File: config.mk
export PLATFORM = sky130hd
export DESIGN_NAME = csr_core_regs
export DESIGN_NICKNAME = d
export VERILOG_FILES = /design/src/verilog/csr_pkg.sv /design/src/verilog/csr_core_regs.sv
export VERILOG_INCLUDE_DIRS = /design/src /design/src/verilog
export SDC_FILE = /design/constraint.sdc
export NUM_CORES = 1
export LEC_CHECK = 0
export ABC_CLOCK_PERIOD_IN_PS = 27200
export BUFFER_PORTS_ARGS = -buffer_cell sky130_fd_sc_hd__buf_2
export CORE_MARGIN = 1.5
export CORE_UTILIZATION = 40
export DETAILED_ROUTE_END_ITERATION = 6
export PLACE_DENSITY = 0.63
export SYNTH_ARGS = -nofsm -noshare
export SYNTH_HDL_FRONTEND = slang
export SYNTH_SLANG_ARGS = --single-unit
export TNS_END_PERCENT = 50
File: constraint.sdc
create_clock -name clk -period 27.2 [get_ports clk]
set_clock_uncertainty 0.1 [all_clocks]
set_input_delay 2.72 -clock clk [delete_from_list [all_inputs] [get_ports clk]]
set_output_delay 2.72 -clock clk [all_outputs]
set_load 0.03 [all_outputs]
File: src/verilog/csr_defines.svh
`ifndef CSR_DEFINES_SVH
`define CSR_DEFINES_SVH

// register addresses, the same on every register page
`define CSR_STK_ADDR 8'h81
`define CSR_PLO_ADDR 8'h82
`define CSR_PHI_ADDR 8'h83
`define CSR_STAT_ADDR 8'hD0
`define CSR_ACCUM_ADDR 8'hE0
`define CSR_SEC_ADDR 8'hF0

// reset values
`define CSR_STK_RST 8'h07
`define CSR_PLO_RST 8'h00
`define CSR_PHI_RST 8'h00
`define CSR_STAT_RST 8'h00
`define CSR_ACCUM_RST 8'h00
`define CSR_SEC_RST 8'h00

// status word fields
`define CSR_CARRY_BIT 7
`define CSR_HALF_BIT 6
`define CSR_USER0_BIT 5
`define CSR_BANKHI_BIT 4
`define CSR_BANKLO_BIT 3
`define CSR_EXCESS_BIT 2
`define CSR_USER1_BIT 1
`define CSR_PAR_BIT 0

// bit address -> owning byte address
`define CSR_BIT_BYTE_MASK 8'hF8
`define CSR_UNMAPPED_RDATA 8'h00
`define CSR_ZERO8 8'h00
`define CSR_ONE8 8'h01
`define CSR_ONE16 16'h0001
`define CSR_BANK_PAD 3'b000

`endif

File: src/verilog/csr_pkg.sv
package csr_pkg;

  typedef enum logic [2:0] {
    CSR_OP_NONE = 3'b000,
    CSR_OP_ADD  = 3'b001,
    CSR_OP_ADD_CARRY = 3'b010,
    CSR_OP_SUB_BORROW = 3'b011,
    CSR_OP_PRODUCT = 3'b100,
    CSR_OP_DIV  = 3'b101
  } csr_alu_op_t;

  typedef struct packed {
    csr_alu_op_t op;
    logic [7:0] operand;
  } csr_alu_req_t;

  typedef struct packed {
    logic rd;
    logic wr;
    logic [7:0] addr;
    logic [7:0] wdata;
  } csr_sfr_req_t;

  typedef struct packed {
    logic wr;
    logic [7:0] addr;
    logic value;
  } csr_bit_req_t;

  typedef struct packed {
    logic push;
    logic pop;
    logic [7:0] data;
  } csr_stack_req_t;

  typedef struct packed {
    logic rd;
    logic wr;
    logic [7:0] addr;
    logic [7:0] wdata;
  } csr_stack_mem_t;

  typedef struct packed {
    logic carry;
    logic half_carry;
    logic excess;
    logic [7:0] res;
  } csr_arith_t;

  typedef struct packed {
    logic [7:0] stk_ptr;
    logic [7:0] ptr_lo;
    logic [7:0] ptr_hi;
    logic [7:0] status;
    logic [7:0] accum;
    logic [7:0] sec;
    logic [7:0] rdata;
    csr_stack_mem_t mem;
  } csr_state_t;

endpackage : csr_pkg
File: src/verilog/csr_core_regs.sv
`include "csr_defines.svh"
`timescale 1ns/1ps
`default_nettype none

module csr_core_regs (
  input wire logic clk,
  input wire logic rst_b,
  input wire csr_pkg::csr_sfr_req_t sfr_req,
  output logic sfr_hit,
  output logic [7:0] sfr_rdata,
  input wire csr_pkg::csr_bit_req_t bit_req,
  input wire csr_pkg::csr_alu_req_t alu_req,
  input wire csr_pkg::csr_stack_req_t stack_req,
  output csr_pkg::csr_stack_mem_t stack_mem,
  input wire logic pointer_inc,
  output logic [15:0] indirect_pointer,
  output logic [4:0] bank_base,
  output logic [7:0] stack_top_pointer,
  output logic [7:0] primary_operand,
  output logic [7:0] secondary_operand,
  output logic [7:0] status_word
);
  import csr_pkg::*;

  csr_state_t state_r;
  csr_state_t state_nxt;
  csr_arith_t arith;
  logic [15:0] product;
  logic [15:0] quot_rem;
  logic [7:0] bit_byte;
  logic [15:0] ptr_sum;

  function automatic logic odd_parity(input logic [7:0] v);
    odd_parity = ^v;
  endfunction : odd_parity

  function automatic logic is_mapped(input logic [7:0] a);
    is_mapped = (a == `CSR_STK_ADDR) || (a == `CSR_PLO_ADDR)
             || (a == `CSR_PHI_ADDR) || (a == `CSR_STAT_ADDR)
             || (a == `CSR_ACCUM_ADDR) || (a == `CSR_SEC_ADDR);
  endfunction : is_mapped

  // the stored parity bit is never shown, so it cannot lag the accumulator
  function automatic logic [7:0] status_view(input csr_state_t s);
    logic [7:0] v;
    v = s.status;
    v[`CSR_PAR_BIT] = odd_parity(s.accum);
    status_view = v;
  endfunction : status_view

  // carries come from widened sums, signed overflow from the sign bits
  function automatic csr_arith_t arith_add(
    input logic [7:0] a,
    input logic [7:0] o,
    input logic cin
  );
    logic [8:0] s;
    logic [4:0] n;
    csr_arith_t r;
    s = {1'b0, a} + {1'b0, o} + {8'h00, cin};
    n = {1'b0, a[3:0]} + {1'b0, o[3:0]} + {4'h0, cin};
    r.carry = s[8];
    r.half_carry = n[4];
    r.excess = (a[7] == o[7]) && (s[7] != a[7]);
    r.res = s[7:0];
    arith_add = r;
  endfunction : arith_add

  // a borrow shows as the top bit of the widened difference
  function automatic csr_arith_t arith_sub(
    input logic [7:0] a,
    input logic [7:0] o,
    input logic cin
  );
    logic [8:0] s;
    logic [4:0] n;
    csr_arith_t r;
    s = {1'b0, a} - {1'b0, o} - {8'h00, cin};
    n = {1'b0, a[3:0]} - {1'b0, o[3:0]} - {4'h0, cin};
    r.carry = s[8];
    r.half_carry = n[4];
    r.excess = (a[7] != o[7]) && (s[7] != a[7]);
    r.res = s[7:0];
    arith_sub = r;
  endfunction : arith_sub

  // zero divisor gives back both operands, so no unknowns leak out
  function automatic logic [15:0] divide(input logic [7:0] a, input logic [7:0] d);
    logic [15:0] r;
    r = {d, a};
    if (d != `CSR_ZERO8) begin
      r = {a % d, a / d};
    end
    divide = r;
  endfunction : divide

  // every arithmetic op writes all three flags, so clears need no special case
  function automatic csr_state_t put_flags(input csr_state_t s, input csr_arith_t f);
    csr_state_t r;
    r = s;
    r.status[`CSR_CARRY_BIT] = f.carry;
    r.status[`CSR_HALF_BIT] = f.half_carry;
    r.status[`CSR_EXCESS_BIT] = f.excess;
    put_flags = r;
  endfunction : put_flags

  function automatic logic [7:0] sfr_read(
    input logic [7:0] a,
    input csr_state_t s
  );
    logic [7:0] v;
    v = `CSR_UNMAPPED_RDATA;
    case (a)
      `CSR_STK_ADDR: begin
        v = s.stk_ptr;
      end
      `CSR_PLO_ADDR: begin
        v = s.ptr_lo;
      end
      `CSR_PHI_ADDR: begin
        v = s.ptr_hi;
      end
      `CSR_STAT_ADDR: begin
        v = status_view(s);
      end
      `CSR_ACCUM_ADDR: begin
        v = s.accum;
      end
      `CSR_SEC_ADDR: begin
        v = s.sec;
      end
      default: begin
        v = `CSR_UNMAPPED_RDATA;
      end
    endcase
    sfr_read = v;
  endfunction : sfr_read

  // byte write; unmapped addresses change nothing
  function automatic csr_state_t sfr_write(
    input csr_state_t s,
    input logic [7:0] a,
    input logic [7:0] d
  );
    csr_state_t r;
    r = s;
    case (a)
      `CSR_STK_ADDR: begin
        r.stk_ptr = d;
      end
      `CSR_PLO_ADDR: begin
        r.ptr_lo = d;
      end
      `CSR_PHI_ADDR: begin
        r.ptr_hi = d;
      end
      `CSR_STAT_ADDR: begin
        r.status = d;
      end
      `CSR_ACCUM_ADDR: begin
        r.accum = d;
      end
      `CSR_SEC_ADDR: begin
        r.sec = d;
      end
      default: begin
      end
    endcase
    sfr_write = r;
  endfunction : sfr_write

  // single-bit write; parity position is stored but never shown
  function automatic csr_state_t bit_write(
    input csr_state_t s,
    input logic [7:0] byte_addr,
    input logic [2:0] idx,
    input logic v
  );
    csr_state_t r;
    r = s;
    case (byte_addr)
      `CSR_STAT_ADDR: begin
        r.status[idx] = v;
      end
      `CSR_ACCUM_ADDR: begin
        r.accum[idx] = v;
      end
      `CSR_SEC_ADDR: begin
        r.sec[idx] = v;
      end
      default: begin
      end
    endcase
    bit_write = r;
  endfunction : bit_write

  // pointer wraps modulo 256 in both directions
  function automatic csr_state_t stack_op(
    input csr_state_t s,
    input csr_stack_req_t q
  );
    csr_state_t r;
    r = s;
    // push has priority when both strobes come together
    if (q.push) begin
      r.stk_ptr = s.stk_ptr + `CSR_ONE8;
      r.mem.wr = 1'b1;
      r.mem.addr = s.stk_ptr + `CSR_ONE8;
      r.mem.wdata = q.data;
    end else if (q.pop) begin
      r.mem.rd = 1'b1;
      r.mem.addr = s.stk_ptr;
      r.stk_ptr = s.stk_ptr - `CSR_ONE8;
    end
    stack_op = r;
  endfunction : stack_op

  assign product = {8'h00, state_r.accum} * {8'h00, state_r.sec};
  assign quot_rem = divide(state_r.accum, state_r.sec);
  assign bit_byte = bit_req.addr & `CSR_BIT_BYTE_MASK;
  assign ptr_sum = {state_r.ptr_hi, state_r.ptr_lo} + `CSR_ONE16;

  always_comb begin
    arith = '0;
    case (alu_req.op)
      CSR_OP_ADD: begin
        arith = arith_add(state_r.accum, alu_req.operand, 1'b0);
      end
      CSR_OP_ADD_CARRY: begin
        arith = arith_add(state_r.accum, alu_req.operand,
                          state_r.status[`CSR_CARRY_BIT]);
      end
      CSR_OP_SUB_BORROW: begin
        arith = arith_sub(state_r.accum, alu_req.operand,
                          state_r.status[`CSR_CARRY_BIT]);
      end
      CSR_OP_PRODUCT: begin
        // carry and half carry stay cleared
        arith.excess = |product[15:8];
        arith.res = product[7:0];
      end
      CSR_OP_DIV: begin
        // quotient and remainder are left untouched on divide by zero
        arith.excess = (state_r.sec == `CSR_ZERO8);
        arith.res = quot_rem[7:0];
      end
      default: begin
        arith = '0;
      end
    endcase
  end

  always_comb begin
    state_nxt = state_r;
    state_nxt.mem = '0;

    // arithmetic first; a same-cycle register write overrides it below
    case (alu_req.op)
      CSR_OP_ADD, CSR_OP_ADD_CARRY, CSR_OP_SUB_BORROW: begin
        state_nxt = put_flags(state_nxt, arith);
        state_nxt.accum = arith.res;
      end
      CSR_OP_PRODUCT: begin
        state_nxt = put_flags(state_nxt, arith);
        state_nxt.accum = arith.res;
        state_nxt.sec = product[15:8];
      end
      CSR_OP_DIV: begin
        state_nxt = put_flags(state_nxt, arith);
        state_nxt.accum = arith.res;
        state_nxt.sec = quot_rem[15:8];
      end
      default: begin
      end
    endcase

    if (pointer_inc) begin
      state_nxt.ptr_lo = ptr_sum[7:0];
      state_nxt.ptr_hi = ptr_sum[15:8];
    end

    state_nxt = stack_op(state_nxt, stack_req);

    // a pointer write in the same cycle wins, the memory pulse still goes out
    if (sfr_req.wr) begin
      state_nxt = sfr_write(state_nxt, sfr_req.addr, sfr_req.wdata);
    end

    // applied after the byte write, so the bit wins on its position
    if (bit_req.wr) begin
      state_nxt = bit_write(state_nxt, bit_byte, bit_req.addr[2:0], bit_req.value);
    end

    if (sfr_req.rd) begin
      state_nxt.rdata = sfr_read(sfr_req.addr, state_r);
    end
  end

  always_ff @(posedge clk) begin
    if (!rst_b) begin
      state_r.stk_ptr <= `CSR_STK_RST;
      state_r.ptr_lo <= `CSR_PLO_RST;
      state_r.ptr_hi <= `CSR_PHI_RST;
      state_r.status <= `CSR_STAT_RST;
      state_r.accum <= `CSR_ACCUM_RST;
      state_r.sec <= `CSR_SEC_RST;
      state_r.rdata <= `CSR_UNMAPPED_RDATA;
      state_r.mem <= '0;
    end else begin
      state_r <= state_nxt;
    end
  end

  assign sfr_hit = is_mapped(sfr_req.addr);
  assign sfr_rdata = state_r.rdata;
  assign stack_mem = state_r.mem;
  assign indirect_pointer = {state_r.ptr_hi, state_r.ptr_lo};
  assign bank_base = {state_r.status[`CSR_BANKHI_BIT], state_r.status[`CSR_BANKLO_BIT],
                      `CSR_BANK_PAD};
  assign stack_top_pointer = state_r.stk_ptr;
  assign primary_operand = state_r.accum;
  assign secondary_operand = state_r.sec;
  assign status_word = status_view(state_r);

endmodule : csr_core_regs

`default_nettype wire

==> qor_table.md, run 1 <==
| Item | Reported | Unit |
|:---|:---|:---|
| Number of clock buffers inserted by TritonCTS | 9 | - |
| Post-CTS sizing | 0 | - |
| Post-route worst setup slack | 13470 | ps |
| Post-CTS repair timing setup buffer count | 0 | - |
| Number of maximum-capacitance violations | 0 | - |
| Placer congestion estimate | 0.9070 | - |
| Remaining global-route overflow | 0 | - |
| Die height | 157.8 | um |
| Cells after synthesis | 1265 | - |
| Part of the cycle the worst path needs | 50.48 | % |
| Post-detailed-route count of antenna-violating nets | 0 | - |
| Later-pin clock latency in the skew report | 350 | ps |
| Number of enable-type register cells in the synthesized netlist | 0 | - |
| Setup Viol. Count Final | 0 | - |
| Relative max-transition margin | 31.43 | % |
| Remaining design rule violation count | 10 | - |
| Dpl ws | 13750 | ps |
| Crit path buf inv count | 4 | - |
| Required time of the critical path | 27310 | ps |
| Sink Count | 73 | - |
| Fraction of final layout cells sized beyond drive strength 1 | 13.91 | % |
| Largest net degree at the start of global routing | 45 | - |
| IO Pins | 132 | - |
| Category of cells accounting for the largest share of critical-path delay | compound AO/OA/AOI/OAI gates | - |
| Seq/Total Area, Yosys | 15.25 | % |
| Mapped cell area | 9582 | um2 |
| Number of placed instances with taps included | 1662 | - |
| Tightest Hold Check Type | reg -> reg | - |
| Detailed placer's ending HPWL | 25.05 | mm |
| Outcome | finished, violations left | - |
| Detailed-route via count | 9850 | - |
| Dominant cell by count in the synthesized netlist | nor2_1 | - |
| Mean routed wirelength per cell | 19.46 | um |
| Unrepaired setup endpoints after global routing | no | - |
| Setup crit start kind | flip-flop | - |
| Critical-path maximum fanout | 14 | - |
| TritonCTS clock tree | done | - |
| Share of the synthesized area in the top cell type | 15.25 | % |
| CTS clock-pin slew for the worst setup and hold paths | 70 | ps |
| Fill cell instance count of the final layout | 2430 | - |
| Violated checks | DRC | - |
| Number of buffers on the longest clock path | 2 | - |
| Vias per Instance | 5.870 | - |
| Count of final max-slew check failures | 0 | - |
| DRC violation total after the first TritonRoute iteration | 682 | - |
| Async set or reset register ratio after synthesis | 0 | % |
| Global router's overall resource usage | 26.25 | % |
| Total of hold buffers inserted after clock tree synthesis | 0 | - |
| Die width | 157.8 | um |
| Number of levels in the clock H-tree | 3 | - |
| Critical Path Most Common Cell | ha_1 | - |
| Area of the die | 24890 | um2 |
| Effective utilization at floorplan | 40.82 | % |
| Largest area contributor in the synthesized netlist | dfxtp_1 | - |
| Count of non-filler cells in the finished layout | 1678 | - |
| Critical path capture point type | flip-flop | - |
| Achievable clock frequency | 72.83 | MHz |
| Routed WL | 32.65 | mm |
| Crit-path slowest cell | dfxtp_1 | - |
| Most common library cells after synthesis | nor2_1, ha_1, nand2_1 | - |
| Maximum cell stage delay along the critical path | 770 | ps |
| Unique masters post-synth | 78 | - |
| Transition time at the pin with the least slew margin | 1025 | ps |
| Layout net count | 1557 | - |
| Final number of hold-violating endpoints | 0 | - |
| Path type of the worst setup path | reg -> reg | - |
| Yosys warning count | 0 | - |
| Core area | 23470 | um2 |
| Number of synthesized register bits | 73 | - |
| Commonest register cell after synthesis | dfxtp_1 | - |
| Number of search-and-repair iterations in the first detailed-routing pass | 7 | - |
| Wire length of the first global-routing pass | 50.34 | mm |
| Ant diodes | 0 | - |
| Min cycle time layout | 13730 | ps |
| Accumulated negative setup slack | 0 | ps |
| Area growth from synthesis to final layout | 11.97 | % |
| Top cells by area, synth | dfxtp_1, ha_1, fa_1 | - |
| Port Buf Inserts | 128 | - |
| Initial antenna violation count | 0 | - |
| Number of rows created at floorplan | 56 | - |
| Master cell of the clock root buffer | clkbuf_16 | - |
| Syn avg cell area | 7.574 | um2 |
| Signal arrival time at the worst endpoint | 13840 | ps |
| Number of global-route vias before repair | 9041 | - |
==> worst register-to-register path: cells and delay by family (launching register included) <==
family | cells | cell delay [ps]
compound gates | 26 | 6400
fa+ha+maj | 8 | 2730
mux | 2 | 780
simple gates | 10 | 1860
flops | 1 | 770
xor+xnor | 1 | 130
buf+inv | 4 | 790
==> cells by family after synthesis <==
logic type	share of synthesized area (%)
multiplexers	3.434
buffers and inverters	6.516
XOR/XNOR	6.673
AO/OA/AOI/OAI	22.54
other	0.03914
adder cells (fa/ha/maj)	22.85
flip-flops	15.25
AND/OR/NAND/NOR	22.70
==> placed cells by master, fill, tap and decap left out, types with 18 or more instances in the layout <==
master    netlist  routed
nor2_1        163     163
buf_2           1     128
ha_1          111     111
nand2_1        99      99
inv_1          87      87
dfxtp_1        73      73
a21oi_1        72      72
o21ai_0        70      70
xnor2_1        44      44
fa_1           40      40
nand3_1        33      33
xor2_1         29      29
a211oi_1       27      27
nor3_1         25      25
a22oi_1        21      21
and3_1         20      20
o211ai_1       18      18
==> per-stage QoR <==
step	area (um2)	util, %	hold WS [ps]
global placement	10450	44.51	381.4
floorplan	9589	-	492.7
finish	10730	45.71	401.4
detailed placement	10450	44.51	396.0
global route	10730	45.71	432.7
CTS	10730	45.71	404.8
==> layout make-up <==
cell class	instances	area [um2]	share of cell area, %
Timing Repair Buffer	135	693.2	6.461
Clock buffer	10	239.0	2.227
Inverter	102	382.9	3.569
Tap cell	319	399.1	3.720
Multi-Input combinational cell	1033	7512	70.02
Sequential cell	73	1461	13.62
Clock inverter	6	41.29	0.3848
==> path summary, 6_finish.rpt <==
kind              depth (start not counted)            endpoint  slack, ps                  from
setup / recovery                         51  primary_operand[0]      13470  secondary_operand[0]
hold / removal                            2        sfr_rdata[0]        400          sfr_rdata[0]
setup reg to reg                         51  primary_operand[0]      13470  secondary_operand[0]
hold reg to reg                           2        sfr_rdata[0]        400          sfr_rdata[0]
==> sequential cells by signal, summed over array words and instances, names as in the netlist <==
| register | flops |
|---|---|
| stack_mem | 18 |
| sfr_rdata | 8 |
| bank_base | 2 |
| indirect_pointer | 16 |
| stack_top_pointer | 8 |
| secondary_operand | 8 |
| status_word | 5 |
| primary_operand | 8 |
==> metal layers <==
metal	wire (um)	vias to the layer above	share of wire [%]	track usage, %
li1	-	4708	-	-
met1	14150	4634	43	35.04
met2	14560	420	45	41.23
met3	2777	88	8.5	5.749
met4	1160	0	3.6	9.883
met5	0	-	0	0
Power of run 1 is not shown: default switching activity piles up to over one toggle a cycle in this logic, so the estimate is an artifact.
==> run 2, diff against run 1 <==
Settings changed: ABC_CLOCK_PERIOD_IN_PS 27200 to 14200.
Clock period 27.2 ns to 14.2 ns, I/O delays scaled along.
==> run 2 against run 1 <==
Compared with the run above:
- the flow now finishes without violations
- hold slack about the same
- fmax up 4.8%
- register-to-register slack worse by 12000 ps
- flip-flop and latch count unchanged
- global-route usage about the same
- sequential share of layout area down 0.057 points
- final area up 0.42%
- via count down 1.2%
- die area unchanged
- core utilization up 0.19 points
- routed wire length up 0.76%
- largest cell class unchanged
==> qor_table.md, run 2 (synthesized netlist as in run 1, its figures left out) <==
| Item | Reported | Unit | Delta |
|:---|:---|:---|:---|
| Count of final max-slew check failures | 0 | - | unchanged |
| Number of global-route vias before repair | 8992 | - | -0.54% |
| Number of clock buffers inserted by TritonCTS | 9 | - | unchanged |
| Total of hold buffers inserted after clock tree synthesis | 0 | - | unchanged |
| Category of cells accounting for the largest share of critical-path delay | compound AO/OA/AOI/OAI gates | - |  |
| FF+latch area | 1461 | um2 | unchanged |
| Post-detailed-route count of antenna-violating nets | 0 | - | unchanged |
| Ant diodes | 0 | - | unchanged |
| Number of levels in the clock H-tree | 3 | - | unchanged |
| Crit path buf inv count | 2 | - | -2 |
| Path type of the worst setup path | reg -> reg | - |  |
| Die height | 157.8 | um | unchanged |
| DRC violation total after the first TritonRoute iteration | 757 | - | +11% |
| Start point of the worst hold path | sfr_rdata[0] | - |  |
| Wire length of the first global-routing pass | 50.49 | mm | +0.29% |
| Area of the die | 24890 | um2 | unchanged |
| Beginning of the critical path | primary_operand[4] | - |  |
| Most frequent cells in the layout | nor2_1, buf_2, ha_1 | - |  |
| TritonCTS clock tree | done | - |  |
| Fraction of final layout cells sized beyond drive strength 1 | 14.36 | % | +0.45 points |
| Maximum cell stage delay along the critical path | 770 | ps | about the same |
| Remaining global-route overflow | 0 | - | unchanged |
| Required time of the critical path | 14360 | ps | -12950 ps |
| Number of rows created at floorplan | 56 | - | unchanged |
| Achievable clock frequency | 76.32 | MHz | +4.8% |
| Number of maximum-capacitance violations | 0 | - | unchanged |
| Initial antenna violation count | 0 | - | unchanged |
| Critical path capture point type | flip-flop | - |  |
| Area growth from synthesis to final layout | 12.44 | % |  |
| Vias per Instance | 5.777 | - | -1.6% |
| Reg2reg start | primary_operand[4] | - |  |
| Transition time at the pin with the least slew margin | 978.8 | ps | -46.00 ps |
| Critical Path Most Common Cell | ha_1 | - |  |
| Effective utilization at floorplan | 40.82 | % | unchanged |
| Detailed placer's ending HPWL | 25.33 | mm | +1.1% |
| Fill cell instance count of the final layout | 2407 | - | -0.95% |
| Part of the cycle the worst path needs | 92.28 | % | +42 points |
| Sink Count | 73 | - | unchanged |
| Signal arrival time at the worst endpoint | 13260 | ps | -580 ps |
| Final number of hold-violating endpoints | 0 | - | unchanged |
| Accumulated negative setup slack | 0 | ps | unchanged |
| Most common cell after layout, fill and taps aside | nor2_1 | - |  |
| Remaining design rule violation count | 0 | - | -10 |
| Relative max-transition margin | 34.46 | % | +3.0 points |
| Outcome | finished clean | - |  |
| Largest net degree at the start of global routing | 45 | - | unchanged |
| Min cycle time layout | 13100 | ps | -628.3 ps |
| Placer congestion estimate | 0.9543 | - | +5.2% |
| Critical-path maximum fanout | 14 | - | unchanged |
| Master cell of the clock root buffer | clkbuf_16 | - |  |
| Setup crit start kind | flip-flop | - |  |
| Number of search-and-repair iterations in the first detailed-routing pass | 7 | - | unchanged |
| Layout net count | 1563 | - | +0.39% |
| Unrepaired setup endpoints after global routing | no | - |  |
| Number of buffers on the longest clock path | 2 | - | unchanged |
| Tightest Hold Check Type | reg -> reg | - |  |
| Largest register FFs | 18 | - | unchanged |
| IO Pins | 132 | - | unchanged |
| Global router's overall resource usage | 26.26 | % | about the same |
| Mean routed wirelength per cell | 19.54 | um | +0.40% |
| Crit-path slowest cell | o211ai_1 | - |  |
| Later-pin clock latency in the skew report | 340 | ps | about the same |
| Detailed-route via count | 9728 | - | -1.2% |
| Routed WL | 32.90 | mm | +0.76% |
| CTS clock-pin slew for the worst setup and hold paths | 60 | ps | about the same |
| Setup Viol. Count Final | 0 | - | unchanged |
| Die width | 157.8 | um | unchanged |
| Port Buf Inserts | 128 | - | unchanged |
| Core area | 23470 | um2 | unchanged |
| Area of the multi-input gates | 7521 | um2 | +0.12% |
-- run 2: worst paths after layout --
check | slack [ps] | end | cells past startpoint
max reg2reg | 1100 | secondary_operand[0] | 49
min reg2reg | 400 | sfr_rdata[0] | 2
max | 1100 | secondary_operand[0] | 49
min | 400 | sfr_rdata[0] | 2
-- run 2: what timing repair did --
item                       CTS  global route
resized for setup            0             3
hold endpoints to repair     0             0
setup endpoints to repair    0             6
buffers inserted             0             0
-- run 2: worst register-to-register path, delay by kind of cell, from the launching register on --
kind	cells	cell delay, ps
xor gates and xnor gates	1	130
muxes	4	1610
adders and majority gates	8	2350
buffers and inverters	2	480
DFF	1	580
and+or+nand+nor	15	3120
AOI/OAI and AO/OA	19	4690
-- run 2: per-stage QoR --
step	cell area [um2]	setup slack, ps	hold WS (ps)	util [%]	cells
5_1_grt	10770	57.95	414.9	45.90	1684
3_5_place_dp	10490	1100	390.8	44.71	1668
2_1_floorplan	9589	2525	492.7	-	1267
6_report	10770	1097	401.7	45.90	1684
4_1_cts	10770	1059	401.9	45.86	1684
3_3_place_gp	10490	1506	377.7	44.71	1668
-- run 2: cell type report --
cell class	count	area share (%)
Timing Repair Buffer	141	6.852
Tap cell	319	3.705
Multi-Input combinational cell	1033	69.81
Clock inverter	6	0.3948
Inverter	102	3.554
Sequential cell	73	13.56
Clock buffer	10	2.125
-- run 2: metal layers --
metal,up-vias,track usage (%),wire [um]
met5,-,0,0
met4,0,9.299,1017
met3,70,4.763,2625
met2,413,42.00,14660
met1,4519,35.29,14600
li1,4726,-,-
Power of run 2 is left out for the same reason.
